==> src/logic/ussl_pkg.sv <==
// constants for the synchronous slave serial port
package ussl_pkg;
  // register offsets
  localparam logic [7:0] ADDR_IRQ_FLAGS = 8'h0C;
  localparam logic [7:0] ADDR_RX_STATUS = 8'h18;
  localparam logic [7:0] ADDR_TX_HOLD = 8'h19;
  localparam logic [7:0] ADDR_RX_FIFO = 8'h1A;
  localparam logic [7:0] ADDR_IRQ_ENABLES = 8'h8C;
  localparam logic [7:0] ADDR_TX_STATUS = 8'h98;
  localparam logic [7:0] ADDR_BAUD_DIV = 8'h99;
  // flag and enable bit positions
  localparam int BIT_RX_FULL = 5;
  localparam int BIT_TX_EMPTY = 4;
  // receive status/control bit positions
  localparam int BIT_PORT_EN = 7;
  localparam int BIT_RX_NINE_SEL = 6;
  localparam int BIT_SINGLE_RX = 5;
  localparam int BIT_CONT_RX = 4;
  localparam int BIT_ADDR_DETECT = 3;
  localparam int BIT_FRAME_ERR = 2;
  localparam int BIT_OVERRUN = 1;
  localparam int BIT_RX_NINTH = 0;
  // transmit status/control bit positions
  localparam int BIT_CLK_MASTER = 7;
  localparam int BIT_TX_NINE_SEL = 6;
  localparam int BIT_TX_ENABLE = 5;
  localparam int BIT_SYNC = 4;
  localparam int BIT_HIGH_BAUD = 2;
  localparam int BIT_SHIFT_EMPTY = 1;
  localparam int BIT_TX_NINTH = 0;
  // writable masks and reset values
  localparam logic [7:0] RX_STATUS_WMASK = 8'hF8;
  localparam logic [7:0] TX_STATUS_WMASK = 8'hF5;
  localparam logic [7:0] IRQ_ENABLES_WMASK = 8'hF7;
  localparam logic [7:0] RX_STATUS_RESET = 8'h00;
  localparam logic [7:0] TX_STATUS_RESET = 8'h02;
  localparam logic [7:0] IRQ_ENABLES_RESET = 8'h00;
  localparam logic [7:0] BAUD_DIV_RESET = 8'h00;
  localparam logic [7:0] TX_HOLD_RESET = 8'h00;
  // word lengths in bits and fifo depth in entries
  localparam logic [3:0] WORD_BITS_8 = 4'h8;
  localparam logic [3:0] WORD_BITS_9 = 4'h9;
  localparam logic [1:0] FIFO_DEPTH = 2'h2;
endpackage

==> src/logic/ussl_top.sv <==
// synchronous slave serial port: registers, shift paths, receive fifo
//
// The implementer's own choice: the plain strobed port.
`timescale 1ns/100ps

// register map at a glance
//   0x0C flags: bit 5 receive word waiting, bit 4 holding empty
//   0x18 receive control: port on, nine-bit, single, continuous,
//        address detect, framing (always 0), overrun, ninth bit
//   0x19 holding register, write only, reads back zero
//   0x1A receive fifo head, a read pops it
//   0x8C wake enables, bit 3 unused
//   0x98 transmit control: clock master, nine-bit, enable, sync,
//        high baud, shift empty, ninth bit
//   0x99 divisor, stored only since the clock comes from outside
// reset
//   the external reset is asynchronous; its release is taken through
//   two flops and every other flop uses that copy, so the first bus
//   access should wait for the third clock after release
// link timing
//   both pins pass two flops, so every falling edge of the shift clock
//   is seen about three system clocks late; the shift clock must stay
//   low and high for at least three system clocks each
//   transmit bits change about four system clocks after a falling
//   edge, so the master samples the current bit on that falling edge
//   receive bits are taken from the synchronised data pin in the
//   cycle in which the falling edge is detected
//   nothing here runs on the shift clock itself, which keeps a single
//   clock domain at the price of a minimum link period
// hazards and limits
//   dropping the transmit enable abandons the word in flight and
//   empties the holding register; nothing is resent
//   turning on continuous receive takes the data pin from transmit
//   after an overrun the receiver stays blocked until continuous
//   receive is dropped and raised again
//   a read of the fifo while empty returns the stale head and does
//   not move the pointers
//   the ninth received bit follows the fifo head, so it must be read
//   before the data word that pops it
//   a new overrun wins over a clear in the same cycle
//   global interrupt enable and the sleep state live in the core;
//   this block only raises a level wake request

// Contract
// - slave transmit behaves like master transmit
// - holding write into empty shifter starts immediately
// - second word waits, transmit flag stays clear
// - after shift-out, load second word, set flag
// - transmit flag with enable raises wake request
// - writing holding register starts a transmission
// - single-receive enable ignored in slave mode
// - continuous receive keeps working during core sleep
// - full word moves into fifo, may wake
// - receive flag set; wake only when enabled
// - clearing continuous receive clears pending error
// - incoming bits sampled on shift clock falling edge
// - receive data register is two-entry fifo
// - overrun sets flag, drops word, blocks transfers
module ussl_top
  import ussl_pkg::*;
(
  // clock and reset
  input wire logic ref_clk,
  input wire logic rst_n,
  // register port
  input wire logic [7:0] reg_addr,
  input wire logic [7:0] reg_wdata,
  input wire logic reg_wr,
  input wire logic reg_rd,
  output logic [7:0] reg_rdata,
  // serial link pins
  input wire logic shift_clk_in,
  input wire logic data_pin_in,
  output logic data_pin_out,
  output logic data_pin_oe,
  // wake request toward the core
  output logic wake_req
);

  // synchronisers for reset and link pins
  logic rst_meta_ff, rst_sync_ff;
  logic ck_meta_ff, ck_sync_ff, ck_prev_ff;
  logic dt_meta_ff, dt_sync_ff;
  // software-visible control
  logic [7:0] rx_ctl_ff, tx_ctl_ff, irq_en_ff, baud_div_ff;
  // transmit holding and shift state
  logic [7:0] tx_holding_reg_ff;
  logic tx_full_ff;
  logic [8:0] tx_shift_reg_ff;
  logic [3:0] tx_cnt_ff;
  logic tx_shift_empty_ff;
  // receive shift state and two-entry fifo
  logic [8:0] rx_shift_reg_ff;
  logic [3:0] rx_cnt_ff;
  logic [8:0] rx_mem_ff [2];
  logic rx_rd_ptr_ff, rx_wr_ptr_ff;
  logic [1:0] rx_count_ff;
  logic overrun_error_ff;
  // read data and combinational glue
  logic [7:0] rdata_ff;
  logic fall_edge, slave_mode, tx_on, rx_on;
  logic tx_load, tx_done, rx_done, rx_push, rx_pop;
  logic [3:0] tx_bits, rx_bits;
  logic [8:0] nxt_rx_shift, rx_word;
  logic tx_empty_flag, rx_full_flag;

  // reset release through two flops
  always_ff @(posedge ref_clk or negedge rst_n) begin
    if (!rst_n) begin
      rst_meta_ff <= 1'b0;
      rst_sync_ff <= 1'b0;
    end else begin
      rst_meta_ff <= 1'b1;
      rst_sync_ff <= rst_meta_ff;
    end
  end

  // link pins come from another domain; the first flop is never read
  always_ff @(posedge ref_clk or negedge rst_sync_ff) begin
    if (!rst_sync_ff) begin
      ck_meta_ff <= 1'b0;
      ck_sync_ff <= 1'b0;
      ck_prev_ff <= 1'b0;
      dt_meta_ff <= 1'b0;
      dt_sync_ff <= 1'b0;
    end else begin
      ck_meta_ff <= shift_clk_in;
      ck_sync_ff <= ck_meta_ff;
      ck_prev_ff <= ck_sync_ff;
      dt_meta_ff <= data_pin_in;
      dt_sync_ff <= dt_meta_ff;
    end
  end

  // shift clock is never driven here, only observed
  assign fall_edge = ck_prev_ff & ~ck_sync_ff;

  // slave mode: port on, synchronous, clock from outside
  assign slave_mode = rx_ctl_ff[BIT_PORT_EN] & tx_ctl_ff[BIT_SYNC]
                      & ~tx_ctl_ff[BIT_CLK_MASTER];
  // single-receive bit plays no part in slave mode
  assign rx_on = slave_mode & rx_ctl_ff[BIT_CONT_RX];
  // receive owns the shared data pin when both are on
  assign tx_on = slave_mode & tx_ctl_ff[BIT_TX_ENABLE]
                 & ~rx_ctl_ff[BIT_CONT_RX];
  assign tx_bits = tx_ctl_ff[BIT_TX_NINE_SEL] ? WORD_BITS_9 : WORD_BITS_8;
  assign rx_bits = rx_ctl_ff[BIT_RX_NINE_SEL] ? WORD_BITS_9 : WORD_BITS_8;

  // control register writes; status bits are owned by hardware
  always_ff @(posedge ref_clk or negedge rst_sync_ff) begin
    if (!rst_sync_ff) begin
      rx_ctl_ff <= RX_STATUS_RESET;
      tx_ctl_ff <= TX_STATUS_RESET;
      irq_en_ff <= IRQ_ENABLES_RESET;
      baud_div_ff <= BAUD_DIV_RESET;
    end else if (reg_wr) begin
      case (reg_addr)
        ADDR_RX_STATUS: begin
          rx_ctl_ff <= reg_wdata & RX_STATUS_WMASK;
        end
        ADDR_TX_STATUS: begin
          tx_ctl_ff <= reg_wdata & TX_STATUS_WMASK;
        end
        ADDR_IRQ_ENABLES: begin
          irq_en_ff <= reg_wdata & IRQ_ENABLES_WMASK;
        end
        ADDR_BAUD_DIV: begin
          baud_div_ff <= reg_wdata;
        end
        default: begin
          baud_div_ff <= baud_div_ff;
        end
      endcase
    end
  end

  // holding register write starts a transfer; a load empties it
  assign tx_load = tx_full_ff & tx_shift_empty_ff & tx_on;
  always_ff @(posedge ref_clk or negedge rst_sync_ff) begin
    if (!rst_sync_ff) begin
      tx_holding_reg_ff <= TX_HOLD_RESET;
      tx_full_ff <= 1'b0;
    end else begin
      if (reg_wr && reg_addr == ADDR_TX_HOLD) begin
        tx_holding_reg_ff <= reg_wdata;
        tx_full_ff <= 1'b1;
      end else if (tx_load || !tx_ctl_ff[BIT_TX_ENABLE]) begin
        tx_full_ff <= 1'b0;
      end
    end
  end

  // flag follows the holding register: set once its word moved on
  assign tx_empty_flag = tx_ctl_ff[BIT_TX_ENABLE] & ~tx_full_ff;

  // tx shifter: each falling edge the master takes one bit, lsb first
  assign tx_done = ~tx_shift_empty_ff & fall_edge
                   & (tx_cnt_ff == tx_bits - 4'h1);
  always_ff @(posedge ref_clk or negedge rst_sync_ff) begin
    if (!rst_sync_ff) begin
      tx_shift_reg_ff <= 9'h000;
      tx_cnt_ff <= 4'h0;
      tx_shift_empty_ff <= 1'b1;
    end else if (!tx_on) begin
      // dropping the enable abandons the word in flight
      tx_cnt_ff <= 4'h0;
      tx_shift_empty_ff <= 1'b1;
    end else if (tx_load) begin
      // ninth bit is taken as it stands at load time
      tx_shift_reg_ff <= {tx_ctl_ff[BIT_TX_NINTH], tx_holding_reg_ff};
      tx_cnt_ff <= 4'h0;
      tx_shift_empty_ff <= 1'b0;
    end else if (tx_done) begin
      tx_cnt_ff <= 4'h0;
      tx_shift_empty_ff <= 1'b1;
    end else if (!tx_shift_empty_ff && fall_edge) begin
      tx_shift_reg_ff <= {1'b0, tx_shift_reg_ff[8:1]};
      tx_cnt_ff <= tx_cnt_ff + 4'h1;
    end
  end

  // transmit path runs in slave mode only; with the clock-master bit set the pin is not driven
  always_ff @(posedge ref_clk or negedge rst_sync_ff) begin
    if (!rst_sync_ff) begin
      data_pin_out <= 1'b0;
      data_pin_oe <= 1'b0;
    end else begin
      data_pin_out <= tx_shift_reg_ff[0];
      data_pin_oe <= tx_on;
    end
  end

  // rx shifter fills from the top so the lsb lands at bit 0
  assign nxt_rx_shift = {dt_sync_ff, rx_shift_reg_ff[8:1]};
  assign rx_word = rx_ctl_ff[BIT_RX_NINE_SEL] ? nxt_rx_shift
                   : {1'b0, nxt_rx_shift[8:1]};
  // overrun stops the receive shifter until the enable is dropped
  assign rx_done = rx_on & ~overrun_error_ff & fall_edge
                   & (rx_cnt_ff == rx_bits - 4'h1);
  always_ff @(posedge ref_clk or negedge rst_sync_ff) begin
    if (!rst_sync_ff) begin
      rx_shift_reg_ff <= 9'h000;
      rx_cnt_ff <= 4'h0;
    end else if (!rx_on || overrun_error_ff) begin
      rx_cnt_ff <= 4'h0;
    end else if (fall_edge) begin
      rx_shift_reg_ff <= nxt_rx_shift;
      rx_cnt_ff <= rx_done ? 4'h0 : rx_cnt_ff + 4'h1;
    end
  end

  // two-entry fifo; a word finishing with both full is lost
  assign rx_pop = reg_rd & (reg_addr == ADDR_RX_FIFO) & (rx_count_ff != 2'h0);
  assign rx_push = rx_done & (rx_count_ff != FIFO_DEPTH);
  always_ff @(posedge ref_clk or negedge rst_sync_ff) begin
    if (!rst_sync_ff) begin
      rx_mem_ff[0] <= 9'h000;
      rx_mem_ff[1] <= 9'h000;
      rx_wr_ptr_ff <= 1'b0;
      rx_rd_ptr_ff <= 1'b0;
      rx_count_ff <= 2'h0;
    end else begin
      if (rx_push) begin
        rx_mem_ff[rx_wr_ptr_ff] <= rx_word;
        rx_wr_ptr_ff <= ~rx_wr_ptr_ff;
      end
      if (rx_pop) begin
        rx_rd_ptr_ff <= ~rx_rd_ptr_ff;
      end
      if (rx_push && !rx_pop) begin
        rx_count_ff <= rx_count_ff + 2'h1;
      end else if (rx_pop && !rx_push) begin
        rx_count_ff <= rx_count_ff - 2'h1;
      end
    end
  end

  // overrun flag; a new overrun beats the clear in the same cycle
  always_ff @(posedge ref_clk or negedge rst_sync_ff) begin
    if (!rst_sync_ff) begin
      overrun_error_ff <= 1'b0;
    end else if (rx_done && rx_count_ff == FIFO_DEPTH) begin
      overrun_error_ff <= 1'b1;
    end else if (!rx_ctl_ff[BIT_CONT_RX]) begin
      overrun_error_ff <= 1'b0;
    end
  end

  assign rx_full_flag = rx_count_ff != 2'h0;

  // wake request: the core decides about global interrupts
  assign wake_req = (tx_empty_flag & irq_en_ff[BIT_TX_EMPTY])
                    | (rx_full_flag & irq_en_ff[BIT_RX_FULL]);

  // read data stands the cycle after the strobe
  always_ff @(posedge ref_clk or negedge rst_sync_ff) begin
    if (!rst_sync_ff) begin
      rdata_ff <= 8'h00;
    end else if (reg_rd) begin
      case (reg_addr)
        ADDR_IRQ_FLAGS: begin
          rdata_ff <= 8'h00;
          rdata_ff[BIT_RX_FULL] <= rx_full_flag;
          rdata_ff[BIT_TX_EMPTY] <= tx_empty_flag;
        end
        ADDR_RX_STATUS: begin
          // framing errors cannot occur in synchronous mode
          rdata_ff <= rx_ctl_ff;
          rdata_ff[BIT_OVERRUN] <= overrun_error_ff;
          rdata_ff[BIT_RX_NINTH] <= rx_mem_ff[rx_rd_ptr_ff][8];
        end
        ADDR_RX_FIFO: begin
          rdata_ff <= rx_mem_ff[rx_rd_ptr_ff][7:0];
        end
        ADDR_IRQ_ENABLES: begin
          rdata_ff <= irq_en_ff;
        end
        ADDR_TX_STATUS: begin
          rdata_ff <= tx_ctl_ff;
          rdata_ff[BIT_SHIFT_EMPTY] <= tx_shift_empty_ff;
        end
        ADDR_BAUD_DIV: begin
          rdata_ff <= baud_div_ff;
        end
        default: begin
          rdata_ff <= 8'h00; // holding register and holes read zero
        end
      endcase
    end
  end
  assign reg_rdata = rdata_ff;

endmodule

==> config.mk <==
export PLATFORM = sky130hd
export DESIGN_NAME = ussl_top
export DESIGN_NICKNAME = d
export VERILOG_FILES = /design/src/logic/ussl_pkg.sv /design/src/logic/ussl_top.sv
export SDC_FILE = /design/constraint.sdc
export NUM_CORES = 1
export LEC_CHECK = 0
export BUFFER_PORTS_ARGS = -buffer_cell sky130_fd_sc_hd__buf_2
export CAP_MARGIN = 20
export CORE_MARGIN = 1.5
export CORE_UTILIZATION = 54
export CTS_CLUSTER_SIZE = 20
export DETAILED_ROUTE_END_ITERATION = 8
export GPL_TIMING_DRIVEN = 0
export PLACE_DENSITY = 0.83
export SKIP_CTS_REPAIR_TIMING = 1
export SLEW_MARGIN = 15
export SYNTH_ARGS = -nofsm -noshare
export SYNTH_HDL_FRONTEND = slang
export SYNTH_SLANG_ARGS = --single-unit
==> constraint.sdc <==
create_clock -name ref_clk -period 3 [get_ports ref_clk]
set_input_delay 0.3 -clock ref_clk [delete_from_list [all_inputs] [get_ports ref_clk]]
set_output_delay 0.3 -clock ref_clk [all_outputs]
set_load 0.02 [all_outputs]
# Word-level counts from Yosys, hierarchy flattened
# Index checks and enable logic that the tools add are counted.
[totals] input_bits=22 regBits=103 out_inout_bits=11 word_cells=135
[classes] order_cmp=3 n_reduce_logical=24 add_sub_neg=6 n_eq_ne=15 bitwise=31 n_mux=29
[ops] op="9-bit two-way mux" count=8
[ops] op="8-bit case mux with 6 select lines" count=1
[ops] op="4-bit two-way mux" count=7
[ops] op="8-bit by 5-bit equality test with 1-bit output, second input constant" count=3
[ops] op="8-bit equality test, second input constant" count=3
[ops] op="1-bit bitwise AND" count=19
[ops] op="18-bit bitwise mux" count=1
[ops] op="2-bit AND reduction" count=5
[ops] op="2-bit nonzero test" count=5
[ops] op="9-bit demux with 1-bit select" count=1
[ops] op="1-bit two-way mux" count=9
[ops] op="1-bit inverter" count=9
[ops] op="4-bit by 1-bit adder with 4-bit output, second input constant" count=2
[ops] op="4-bit equality test" count=2
[ops] op="8-bit by 4-bit equality test with 1-bit output, second input constant" count=1
[ops] op="4-bit by 1-bit subtractor with 4-bit output, second input constant" count=2
[ops] op="1-bit logical AND" count=6
[ops] op="1-bit logical NOT" count=5
[ops] op="2-bit greater-or-equal comparator, second input constant" count=2
[ops] op="2-bit two-way mux" count=2
[ops] op="2-bit != test, second input constant" count=2
[ops] op="4-bit by 1-bit != test with 1-bit output, second input constant" count=1
[ops] op="1-bit inverter with 2-bit output" count=2
[ops] op="3-bit by 1-bit != test with 1-bit output, second input constant" count=1
[ops] op="8 further kinds" count=9

# Longest topological paths before layout
[depth] word_depth=11 depth_mapped=9 mapped_depth_nobuf=7

# Worst setup path after synthesis
# OpenSTA, ideal clock, no wires.
[synth_timing] path_type="in2reg" start="input port reg_addr[0]" end="register rx_count_ff[1]" stages=7 arrival_time_ps=1984 required_ps=2921 path_slack_ps=937 cell_sequence="or4b_2 -> and2b_1 -> nand4b_1 -> ha_1 -> xor2_1 -> nor2_1 -> xor2_1"
[synth_between] elab_chain_cells=6 elab_cells_between_ends=8 cone_classes="1 x eq/ne; 1 x mux; 2 x bitwise; 4 x reduce/logical"
[synth_lines] element="start, declared" line_no="ussl_top.sv:66" rtl="input wire logic [7:0] reg_addr,"
[synth_lines] element="8-bit by 5-bit equality test with 1-bit output *" line_no="ussl_top.sv:253" rtl="assign rx_pop = reg_rd & (reg_addr == ADDR_RX_FIFO) & (rx_count_ff != 2'h0);"
[synth_lines] element="1-bit bitwise AND * (2 in series)" line_no="ussl_top.sv:253"
[synth_lines] element="1-bit logical NOT" line_no="ussl_top.sv:270" rtl="if (rx_push && !rx_pop) begin"
[synth_lines] element="1-bit logical AND" line_no="ussl_top.sv:270"
[synth_lines] element="2-bit two-way mux / 2-bit nonzero test (equally long branches)"
[synth_lines] element="end signal, assigned" line_no="ussl_top.sv:271" rtl="rx_count_ff <= rx_count_ff + 2'h1;"
[synth_lines] element="end signal, assigned" line_no="ussl_top.sv:273" rtl="rx_count_ff <= rx_count_ff - 2'h1;"
[synth_lines] element="end, declared" line_no="ussl_top.sv:97" rtl="logic [1:0] rx_count_ff;"
# Mark *: on every way between the ends. The rest lies on a longest branch, timed or not.
# A chain may end at the register's enable or synchronous reset.

# Worst setup path in the final report
[layout_timing] start="register ck_sync_ff" end="register rx_count_ff[1]"
[layout_between] elab_chain_cells=8 elab_cells_between_ends=10 cone_classes="1 x mux; 5 x bitwise; 4 x reduce/logical"
[layout_lines] element="start, declared" line_no="ussl_top.sv:82" rtl="logic ck_meta_ff, ck_sync_ff, ck_prev_ff;"
[layout_lines] element="start signal, assigned" line_no="ussl_top.sv:128" rtl="ck_sync_ff <= ck_meta_ff;"
[layout_lines] element="1-bit inverter *" line_no="ussl_top.sv:136" rtl="assign fall_edge = ck_prev_ff & ~ck_sync_ff;"
[layout_lines] element="1-bit bitwise AND *" line_no="ussl_top.sv:136"
[layout_lines] element="1-bit bitwise AND *" line_no="ussl_top.sv:238" rtl="assign rx_done = rx_on & ~overrun_error_ff & fall_edge"
[layout_lines] element="1-bit bitwise AND *" line_no="ussl_top.sv:239" rtl="& (rx_cnt_ff == rx_bits - 4'h1);"
[layout_lines] element="1-bit bitwise AND *" line_no="ussl_top.sv:254" rtl="assign rx_push = rx_done & (rx_count_ff != FIFO_DEPTH);"
[layout_lines] element="net rx_push" line_no="ussl_top.sv:102" rtl="logic tx_load, tx_done, rx_done, rx_push, rx_pop;"
[layout_lines] element="1-bit logical NOT" line_no="ussl_top.sv:272" rtl="end else if (rx_pop && !rx_push) begin"
[layout_lines] element="1-bit logical AND" line_no="ussl_top.sv:272"
[layout_lines] element="2-bit nonzero test (no source line)"
# Mark *: on every way through the listed nets, which the timed path passes. The rest lies on a longest branch.

==> flow_summary.toml <==
[detailed_routing]
ant_nets = 0
via_per_inst = 5.95
avgRoutedWirePerCell_um = 17.3
firstDrtPassIters = 4
drt_iter0_markers = 256
vias = 3104
wl_um = 9060
drc = 0

[floorplan]
initial_core_util_pct = 56.3
rows = 33
die_area_um2 = 9170
boundaryPins = 33
core_area_um2 = 8260
die_height_um = 95.8
die_w_um = 95.8

[setup_path]
cp.required_ns = 3.29
cp-start-kind = "register"
endpoint_kind = "register"
crit_fanout = 10
worstSetupPathType = "reg -> reg"
r2r_cells = 8
arrival_ns = 2.72
ff2ff_setup_slack_ns = 0.57

[synth]
synth-seq-cells = 101
synth.largest_area_cell = "dfrtp_1"
synth_cells = 368
syn_nets = 393
avgSynthCellArea_um2 = 12.6
yosys_warnings = 0
ys_async_sr_fraction_pct = 100
synthTopCellsByArea = "dfrtp_1 (54%), mux2_2 (21%), mux2i_1 (2.6%)"
netlist_area_um2 = 4650
synth-edff-count = 0
synth-main-ff-cell = "dfrtp_1"
synth_cell_type_count = 52
synth_top_area_share_pct = 53.8
synth_seq_area_share_pct = 54.4

[final_layout]
regArea_um2 = 2530
diodes = 0
final_util_pct = 62.9
fin_nets = 437
multi_input_area_um2 = 2030
synthToLayoutAreaGrowth_pct = 11.8
drive_above_1_share_pct = 36.2
fillCellCount = 652

[global_routing]
grt-ovfl-total = 0
grt_pass1_vias = 2989
grt_antenna_before_repair = 0
grt_pass1_wl_um = 15000
grt_max_degree = 61
grt_usage_pct = 21.8

[outcome]
status = "finished clean"

[power_and_ir_drop]
switching_power_mw = 0.565
p_seq_share_pct = 56.5
p_comb_share_pct = 5.4
pwr-share-clk_pct = 38.2
vdd_drop_max_v = 0.000378
intPower_mw = 1.97
swShare_pct = 22.3
p_leak_nw = 2.45
power_density_nw_per_um2 = 488

[clock_network]
cts_max_path_buffers = 2
htreeDepth = 3
cts_tree = "yes"
root_buffer = "clkbuf_8"
path_clk_slew_ns = 0.09
clock-sinks = 101
clk_latency_ns = 0.36
cts-buffers-inserted = 9

[timing]
slew_headroom_pct = 48.5
finalSetupViolCount = 0
tightest_slew_ns = 0.772
rsz0062_at_grt = "no"
fin_worst_skew_ns = 0.00904
tns_ns = 0
drv_slew = 0
post-route-period-util_pct = 81.1
max_freq_ghz = 0.411
post-route-min-period_ns = 2.43
hold_viol = 0

[hold_path]
min_path_type = "in -> reg"
whs_path_depth = 1

[place]
hpwl_um = 6520
routabilityCongestion = 0.897
numPortBuffers = 31

[job]
max_cap_viol_count = 0
-- cell usage after synthesis, types with 5 or more instances --
master,count
inv_1,7
a31oi_1,8
a21oi_1,10
mux2_2,88
nor3_1,5
clkbuf_1,6
mux2i_1,12
nand2b_1,10
o21ai_0,10
nand2_1,22
dfrtp_1,100
nor2_1,19
-- stage by stage --
step	std cells	instance area (um^2)	power (mW)	setup WS [ns]	hold slack (ns)
after floorplan	368	4650	1.53	0.937	0.00441
after global placement	504	4940	1.58	0.636	0.0849
after detailed placement	505	4960	1.59	0.577	0.0872
after CTS	521	5180	2.55	0.550	-0.311
after global routing	522	5190	2.62	0.358	0.0129
final	522	5190	2.53	0.566	0.0330
-- cells by family (layout without fill, tap and decap cells) --
logic type | Yosys count | count (layout) | synth area share [%]
flops | 101 | 101 | 54.4
buf+inv | 20 | 69 | 1.88
mux | 100 | 100 | 23.9
other cells | 1 | 1 | 0.0807
compound gates | 48 | 48 | 6.65
xor+xnor | 5 | 5 | 0.942
simple gates | 90 | 90 | 11.3
fa+ha+maj | 3 | 3 | 0.808
-- worst max-delay path: stages, from the launching register on --
cell and delay, ns:
dfrtp_1 0.38, nand2b_1 0.14, clkbuf_1 0.22, nor4_1 0.45, buf_2 0.35, and3_1 0.25
ha_1 0.27, nor2_1 0.14, xor2_1 0.15
-- power by group through the flow --
stage               Combinational (mW)  Clock, mW  Sequential, mW
finish                           0.137      0.966            1.43
global placement                 0.118          0            1.47
floorplan                       0.0650          0            1.46
CTS                              0.136      0.981            1.43
detailed placement               0.135          0            1.46
global route                     0.150       1.04            1.44
-- worst paths after layout --
check	end	start
max	rx_count_ff[1]	ck_sync_ff
min	ck_meta_ff	shift_clk_in
max reg2reg	rx_count_ff[1]	ck_sync_ff
min reg2reg	dt_sync_ff	dt_meta_ff
max in group asynchronous	tx_holding_reg_ff[3]	rst_sync_ff
min in group asynchronous	rst_sync_ff	rst_n
-- flip-flops by register name, indices dropped and copies added, names as in the netlist, 2 cells and up --
register,cells
tx_ctl_ff,6
reg_rdata,8
rx_ctl_ff,5
rx_cnt_ff,4
rx_mem_ff,18
rx_shift_reg_ff,8
rx_count_ff,2
irq_en_ff,7
tx_holding_reg_ff,8
tx_shift_reg_ff,9
baud_div_ff,8
tx_cnt_ff,4
-- routing by layer --
metal	part of all wire, %	global-route usage (%)	vias to the layer above
li1	-	-	1427
met1	46	31.9	1573
met2	47	32.3	95
met3	5.4	4.58	9
met4	1.1	7.23	0
met5	0	0	-
-- cell type report --
class                      instances  share of cell area (%)
clock buffer                      13                    3.06
timing repair buffer              33                    3.56
multi-input combinational        247                    39.1
clock inverter                     3                    1.30
buffer                            13                    1.18
inverter                           7                   0.506
tap                              105                    2.53
sequential                       101                    48.7
-- layout by cell type, fill, tap and decap left out, drive strengths merged, types with 2 or more instances in the layout --
master  instances
nand3b          2
inv             7
nand2          22
xnor2           2
mux2           88
nor3b           2
or3             3
o22ai           3
a22oi           3
nand3           5
o21bai          2
xor2            3
o21ai          10
mux2i          12
nor2           19
bufinv          2
nand2b         10
a22o            2
buf            39
ha              3
dfrtp         100
nor3            6
a32oi           4
nor4b           2
and3            4
nor4            4
nand4b          3
a21oi          10
clkbuf         19
a31oi           8
or4b            3
Power figures use the tool's default switching activity.
